--- src/sfg_pkg.sv ---
package sfg_pkg;
	localparam int          CLK_MHZ           = 200;
	localparam int          STARTUP_DELAY_MS  = 3;
	localparam int          STARTUP_CYCLES    = STARTUP_DELAY_MS * 1000 * CLK_MHZ;
	localparam int          SEL_DELAY_US      = 70;
	localparam int          SEL_CYCLES        = SEL_DELAY_US * CLK_MHZ;
	localparam logic [7:0]  OP_MAIN_READ      = 8'hd2;
	localparam logic [7:0]  OP_BUF1_READ      = 8'hd4;
	localparam logic [7:0]  OP_BUF2_READ      = 8'hd6;
	localparam logic [2:0]  DUMMY_MAIN        = 3'h4;
	localparam logic [2:0]  DUMMY_BUF         = 3'h1;
	localparam int          PAGE_MSB          = 20;
	localparam int          PAGE_LSB          = 9;
	localparam int          BYTE_MSB          = 8;
	localparam logic [11:0] PAGE_RST          = 12'h000;
	localparam logic [8:0]  BYTE_RST          = 9'h000;

	typedef enum logic [2:0] {
		SFG_IDLE   = 3'h0,
		SFG_OPCODE = 3'h1,
		SFG_ADDR   = 3'h3,
		SFG_DUMMY  = 3'h2,
		SFG_DONE   = 3'h6
	} sfg_state_t;

	typedef struct packed {
		logic        valid;
		logic [7:0]  opcode;
		logic [11:0] page;
		logic        page_used;
		logic [8:0]  byte_addr;
		logic        byte_used;
		logic [2:0]  dummy;
		logic        mode3;
	} sfg_cmd_t;
endpackage : sfg_pkg

--- src/sfg_gate.sv ---
`timescale 1ns/1ps
// Behaviour
// - decode page, byte/buffer, dummy field layout
// - data output tri-stated after power-up, reset
// - first command only after chip-select falling edge
// - idle clock at select fall picks mode
// - commands ignored during power-on reset
// - standby and ready after initialization
// - program/erase held off up to 3 ms
module sfg_gate #(
	parameter int STARTUP_CYC = sfg_pkg::STARTUP_CYCLES
) (
	// clock and reset
	input  wire logic              clk_sys,
	input  wire logic              rst,
	// spi pins
	input  wire logic              chip_select_n,
	input  wire logic              sck,
	input  wire logic              si,
	output logic                   so,
	output logic                   so_oe,
	// power-on reset from analog
	input  wire logic              por_active,
	// decoded command and status
	output sfg_pkg::sfg_cmd_t      cmd,
	output logic                   standby,
	output logic                   prog_erase_ok
);
	import sfg_pkg::*;

	// two-stage synchronisers, first stage read only by the second
	logic [3:0] s1_q, s2_q;
	logic       cs_prev_q, sck_prev_q;
	always_ff @(posedge clk_sys) begin
		if (rst) begin
			s1_q       <= 4'hf;
			s2_q       <= 4'hf;
			cs_prev_q  <= 1'b1;
			sck_prev_q <= 1'b1; // matches synced reset level, no false edge
		end else begin
			s1_q       <= {chip_select_n, sck, si, por_active};
			s2_q       <= s1_q;
			cs_prev_q  <= s2_q[3];
			sck_prev_q <= s2_q[2];
		end
	end
	logic cs_n, sck_s, si_s, por_s, cs_fall, cs_rise, sck_rise;
	assign cs_n     = s2_q[3];
	assign sck_s    = s2_q[2];
	assign si_s     = s2_q[1];
	assign por_s    = s2_q[0];
	assign cs_fall  = cs_prev_q & ~cs_n;
	assign cs_rise  = ~cs_prev_q & cs_n;
	assign sck_rise = ~sck_prev_q & sck_s;

	function automatic logic [2:0] dummy_of(input logic [7:0] op);
		case (op)
			OP_MAIN_READ: dummy_of = DUMMY_MAIN;
			OP_BUF1_READ, OP_BUF2_READ: dummy_of = DUMMY_BUF;
			default: dummy_of = 3'h0;
		endcase
	endfunction

	// startup counter: program/erase wait after power-up
	logic [31:0] pu_cnt_q, pu_cnt_d;
	logic        pe_ok_q, pe_ok_d, stby_q, stby_d;
	always_comb begin
		pu_cnt_d = pu_cnt_q;
		pe_ok_d  = pe_ok_q;
		stby_d   = ~por_s;
		if (por_s) begin
			pu_cnt_d = 32'h0;
			pe_ok_d  = 1'b0;
		end else if (!pe_ok_q) begin
			if (pu_cnt_q >= 32'(STARTUP_CYC - 1))
				pe_ok_d = 1'b1;
			else
				pu_cnt_d = pu_cnt_q + 32'h1;
		end
	end
	always_ff @(posedge clk_sys) begin
		if (rst) begin
			pu_cnt_q <= 32'h0;
			pe_ok_q  <= 1'b0;
			stby_q   <= 1'b0;
		end else begin
			pu_cnt_q <= pu_cnt_d;
			pe_ok_q  <= pe_ok_d;
			stby_q   <= stby_d;
		end
	end

	// command shifter
	sfg_state_t  st_q, st_d;
	logic [4:0]  bit_q, bit_d;
	logic [7:0]  op_q, op_d;
	logic [23:0] addr_q, addr_d;
	logic [2:0]  dum_q, dum_d;
	logic        mode3_q, mode3_d;
	sfg_cmd_t    cmd_q, cmd_d;
	always_comb begin
		st_d    = st_q;
		bit_d   = bit_q;
		op_d    = op_q;
		addr_d  = addr_q;
		dum_d   = dum_q;
		mode3_d = mode3_q;
		cmd_d   = cmd_q;
		cmd_d.valid = 1'b0;
		if (por_s || cs_rise) begin
			st_d = SFG_IDLE;
		end else if (cs_fall) begin
			// only a fresh select edge opens a command
			st_d    = SFG_OPCODE;
			bit_d   = 5'h0;
			mode3_d = sck_s;
		end else if (sck_rise) begin
			case (st_q)
				SFG_OPCODE: begin
					op_d  = {op_q[6:0], si_s};
					bit_d = bit_q + 5'h1;
					if (bit_q == 5'h7) begin
						st_d  = SFG_ADDR;
						bit_d = 5'h0;
					end
				end
				SFG_ADDR: begin
					addr_d = {addr_q[22:0], si_s};
					bit_d  = bit_q + 5'h1;
					if (bit_q == 5'h17) begin
						bit_d = 5'h0;
						dum_d = dummy_of(op_q);
						st_d  = (dummy_of(op_q) == 3'h0) ? SFG_DONE : SFG_DUMMY;
					end
				end
				SFG_DUMMY: begin
					bit_d = bit_q + 5'h1;
					if (bit_q == 5'h7) begin
						bit_d = 5'h0;
						dum_d = dum_q - 3'h1;
						if (dum_q == 3'h1)
							st_d = SFG_DONE;
					end
				end
				default: ;
			endcase
		end
		if (st_q == SFG_DONE && !por_s && !cs_rise) begin
			// reported once; further clocks are data phase, not ours
			cmd_d.valid     = 1'b1;
			cmd_d.opcode    = op_q;
			cmd_d.page      = addr_q[PAGE_MSB:PAGE_LSB];
			cmd_d.byte_addr = addr_q[BYTE_MSB:0];
			cmd_d.page_used = (op_q == OP_MAIN_READ);
			cmd_d.byte_used = (dummy_of(op_q) != 3'h0);
			cmd_d.dummy     = dummy_of(op_q);
			cmd_d.mode3     = mode3_q;
			st_d            = SFG_IDLE;
		end
	end
	always_ff @(posedge clk_sys) begin
		if (rst) begin
			st_q    <= SFG_IDLE;
			bit_q   <= 5'h0;
			op_q    <= 8'h00;
			addr_q  <= 24'h0;
			dum_q   <= 3'h0;
			mode3_q <= 1'b0;
			cmd_q   <= '{valid: 1'b0, opcode: 8'h00, page: PAGE_RST, page_used: 1'b0,
				byte_addr: BYTE_RST, byte_used: 1'b0, dummy: 3'h0, mode3: 1'b0};
		end else begin
			st_q    <= st_d;
			bit_q   <= bit_d;
			op_q    <= op_d;
			addr_q  <= addr_d;
			dum_q   <= dum_d;
			mode3_q <= mode3_d;
			cmd_q   <= cmd_d;
		end
	end

	// output stays released: no command here drives data
	logic so_q, so_oe_q;
	always_ff @(posedge clk_sys) begin
		if (rst) begin
			so_q    <= 1'b0;
			so_oe_q <= 1'b0;
		end else begin
			so_q    <= 1'b0;
			so_oe_q <= 1'b0;
		end
	end

	assign so            = so_q;
	assign so_oe         = so_oe_q;
	assign cmd           = cmd_q;
	assign standby       = stby_q;
	assign prog_erase_ok = pe_ok_q;

	a_por_ignores: assert property (@(posedge clk_sys) disable iff (rst)
		por_s |=> !cmd_q.valid) else $error("command seen under power-on reset");
	a_mode_sample: assert property (@(posedge clk_sys) disable iff (rst)
		cs_fall && !por_s |=> mode3_q == $past(sck_s)) else $error("mode not sampled");
	a_so_hiz: assert property (@(posedge clk_sys) disable iff (rst)
		!so_oe) else $error("data output driven");
	a_pe_hold: assert property (@(posedge clk_sys) disable iff (rst)
		$rose(pe_ok_q) |-> !$past(por_s) && pu_cnt_q == 32'(STARTUP_CYC - 1))
		else $error("early program enable");
	a_standby_por: assert property (@(posedge clk_sys) disable iff (rst)
		!por_s |=> standby) else $error("standby missing");
	a_need_fall: assert property (@(posedge clk_sys) disable iff (rst)
		st_q == SFG_IDLE && !cs_fall |=> st_q != SFG_OPCODE) else $error("no select edge");
	a_dummy_main: assert property (@(posedge clk_sys) disable iff (rst)
		cmd_q.valid && cmd_q.opcode == OP_MAIN_READ |-> cmd_q.dummy == 3'h4)
		else $error("main read dummy count");
	a_dummy_buf: assert property (@(posedge clk_sys) disable iff (rst)
		cmd_q.valid && cmd_q.opcode == OP_BUF1_READ |-> cmd_q.dummy == 3'h1 && !cmd_q.page_used)
		else $error("buffer read layout");
endmodule : sfg_gate

--- config.mk ---
export PLATFORM = sky130hd
export DESIGN_NAME = sfg_gate
export DESIGN_NICKNAME = d
export VERILOG_FILES = /design/src/sfg_pkg.sv /design/src/sfg_gate.sv
export SDC_FILE = /design/constraint.sdc
export NUM_CORES = 1
export LEC_CHECK = 0
export ABC_AREA = 1
export BUFFER_PORTS_ARGS = -buffer_cell sky130_fd_sc_hd__buf_2
export CORE_MARGIN = 2
export CORE_UTILIZATION = 55
export CTS_BUF_LIST = sky130_fd_sc_hd__clkbuf_8
export CTS_CLUSTER_DIAMETER = 150
export DETAILED_ROUTE_END_ITERATION = 16
export PLACE_DENSITY = 0.78
export SYNTH_ARGS = -nofsm -noshare
export SYNTH_HDL_FRONTEND = slang
export SYNTH_SLANG_ARGS = --single-unit
--- constraint.sdc ---
create_clock -name clk_sys -period 1.6 [get_ports clk_sys]
set_clock_uncertainty 0.2 [all_clocks]
set_input_delay 0.08 -clock clk_sys [delete_from_list [all_inputs] [get_ports clk_sys]]
set_output_delay 0.08 -clock clk_sys [all_outputs]
set_load 0.005 [all_outputs]
==> impl_metrics.json <==
{
  "p_per_area_nw_per_um2": 833,
  "drc": 0,
  "status": "finished with violations",
  "worstHoldStart": "sck",
  "drt_iter0_markers": 327,
  "drive_above_1_share": 0.384,
  "grt_pass1_wl_um": 20700,
  "core_area_um2": 8810,
  "min_to": "s1_q[2]",
  "rows": 34,
  "fin_ws_ns": -0.276,
  "critPathCaptureType": "register",
  "crit_path_cell_trace": "inv_2, or2_4, nor2_4, inv_4, nor2_4, buf_6, buf_12, nor2_4, nor3_2",
  "routed_wl_um": 15500,
  "syn_inst": 677,
  "numCtsBuffers": 17,
  "ioPinCount": 46,
  "hpwlAfterDp_um": 7520,
  "critPathMaxStageDelay_ns": 0.32,
  "fmax_mhz": 533,
  "place.gp.congestion": 0.908,
  "cts.path.max_buffers": 2,
  "path_class": "register to register",
  "hold_depth": 3,
  "worstMarginPinSlew_ns": 0.752,
  "cp-start-kind": "register",
  "die_y_um": 99.8,
  "port_buffers": 42,
  "cp.arrival_ns": 2.04,
  "worstHoldPathType": "input port to register",
  "crit_top_cell": "nor2_4",
  "slowest_stage": "dfxtp_2",
  "dieArea_um2": 9970,
  "required_ns": 1.76,
  "path_clk_slew_ns": 0.08,
  "r2r_end": "addr_q[8]",
  "finish.utilization": 0.790,
  "path_delay_family": "simple AND/OR/NAND/NOR gates",
  "clock_latency_ns": 0.46,
  "worst_r2r_startpoint": "s2_q[2]",
  "antenna_found_initial": 0,
  "final_net_count": 799,
  "grt_max_degree": 36,
  "synthesis.area_um2": 5050,
  "fin_crit_sh": 1.17,
  "rrSetupSlack_ns": -0.28,
  "place_ws_ns": -0.166,
  "slew_headroom": 0.498,
  "path_buf_inv": 4,
  "setup_violations": 61,
  "via_per_inst": 5.82,
  "dr.pass1.iters": 6,
  "vias": 5294,
  "syn_avg_cell_area_um2": 7.46,
  "grt_overflow_total": 0,
  "num_antenna_cells": 0,
  "clock_sinks": 120,
  "synth-seq-area-share": 0.475,
  "r2r.worst_path.cells": 9,
  "cts_tree": "built",
  "fin_area_um2": 6960,
  "hold_ws_ns": 0.165,
  "dpl_cell_area_um2": 5640,
  "die_w_um": 99.8,
  "violations": "setup timing",
  "ant_nets": 0,
  "hold_viol": 0,
  "ys.warnings.count": 0,
  "syn2layout_area_growth_pct": 37.7,
  "slew_violations": 0,
  "ys_seq_elements": 120,
  "grt_pass1_vias": 4628,
  "grtUsageTotal": 0.258,
  "yosys.cell_types.count": 33,
  "leakage_uw": 0.00280,
  "tns_ns": -7.73,
  "clock-root-buffer": "clkbuf_8",
  "peakVddDrop_v": 0.000711,
  "drv_cap": 0,
  "wl_per_cell_um": 17.0,
  "h-tree-depth": 4,
  "start_util": 0.574,
  "rsz0062_at_grt": "true",
  "fin_crit_ns": 1.88,
  "cp_max_fo": 5
}
==> final cells by class <==
class                   count  area, µm²
clock buffers              18        248
clock inverters            14        125
fillers                   522       1850
inverters                  76        293
multi-input cells         449       2730
flip-flops and latches    120       2430
well taps                 108        135
repair buffers            125       1010
==> how the worst max path moves through the flow <==
stage / start / endpoint / cells past startpoint
2_1_floorplan: bit_q[0] / dum_q[0] / 10
3_3_place_gp: pu_cnt_q[1] / pu_cnt_q[14] / 12
3_5_place_dp: pu_cnt_q[0] / pu_cnt_q[13] / 13
4_1_cts: pu_cnt_q[1] / pu_cnt_q[13] / 13
5_1_grt: s2_q[2] / addr_q[4] / 9
6_report: s2_q[2] / addr_q[8] / 9
==> per-layer routing <==
| layer | vias up | share of wire | track usage |
|---|---|---|---|
| li1 | 2422 | - | - |
| met1 | 2530 | 0.38 | 0.306 |
| met2 | 255 | 0.51 | 0.454 |
| met3 | 87 | 0.064 | 0.0564 |
| met4 | 0 | 0.052 | 0.104 |
| met5 | - | 0 | 0 |
==> where the power goes <==
part | total, µW | switching (µW) | internal (µW)
combinational | 159 | 98.2 | 60.9
sequential | 3000 | 8.53 | 2990
clock | 2630 | 1360 | 1270
total | 5800 | 1460 | 4330
==> cells in the final DEF, fill, tap and decap left out, types with 4 or more instances in the layout <==
cell and n:
inv_1 61, a21oi_2 6, nor3_1 22, dfxtp_2 13, buf_8 5, nor2_2 16
nand2_2 12, buf_4 53, a21oi_1 25, nor2_1 112, buf_2 43, o21ai_2 12
dfxtp_1 105, nand3_1 21, nand4_1 22, dlygate4sd3_1 7, nand3_2 9, nor3_2 22
nor3_4 5, o21ai_1 13, clkbuf_8 18, buf_6 12, inv_2 13, or2_2 8
o21ai_0 26, nor2_4 15, clkinv_4 4, nand2_1 66, nand2_4 10
==> Yosys cell counts (all sizes together) <==
library cell	count	area, µm²
inv	76	285
nand2	89	344
dfxtp	120	2400
nor4	1	6.26
o211ai	2	15.0
a21oi	33	169
nor2	143	582
clkbuf	13	48.8
nand3	33	180
buf	22	165
nor3	49	270
conb	1	3.75
a31oi	2	12.5
o21ai	51	255
ha	4	50.1
o21bai	1	18.8
nand4	22	138
xor2	3	26.3
xnor2	1	8.76
or2	11	71.3
==> timing repair <==
item                                   CTS  global route
pin swaps                               11            39
hold buffers                             7             0
cloned                                   3             3
buffers inserted                         7            15
endpoints found under the hold margin   25             0
resized for setup                       39           155
setup endpoints to repair               78            89
==> stage by stage <==
stage          instances  total power [µW]
2_1_floorplan        679              3160
3_3_place_gp         846              3190
3_5_place_dp         846              3190
4_1_cts              895              5730
5_1_grt              910              5940
6_report             910              5800
==> sequential cells by signal, summed over array words and instances, names as in the netlist <==
| register | count |
|---|---|
| addr_q | 21 |
| bit_q | 5 |
| cmd | 35 |
| cs_prev_q | 1 |
| dum_q | 3 |
| mode3_q | 1 |
| op_q | 8 |
| prog_erase_ok | 1 |
| pu_cnt_q | 32 |
| s1_q | 4 |
| s2_q | 4 |
| sck_prev_q | 1 |
| st_q | 3 |
| standby | 1 |
==> tightest hold or removal path, cell delays in order <==
cell	delay, ns
dlygate4sd3_1	0.52
buf_2	0.10
or2_2	0.09
==> cell families after synthesis <==
| logic type | Yosys count | synth area share |
|---|---|---|
| compound gates | 89 | 0.0931 |
| flops | 120 | 0.475 |
| other cells | 1 | 0.000742 |
| xor+xnor | 4 | 0.00694 |
| buf+inv | 111 | 0.0988 |
| fa+ha+maj | 4 | 0.00991 |
| simple gates | 348 | 0.315 |
Power figures use the tool's default switching activity.
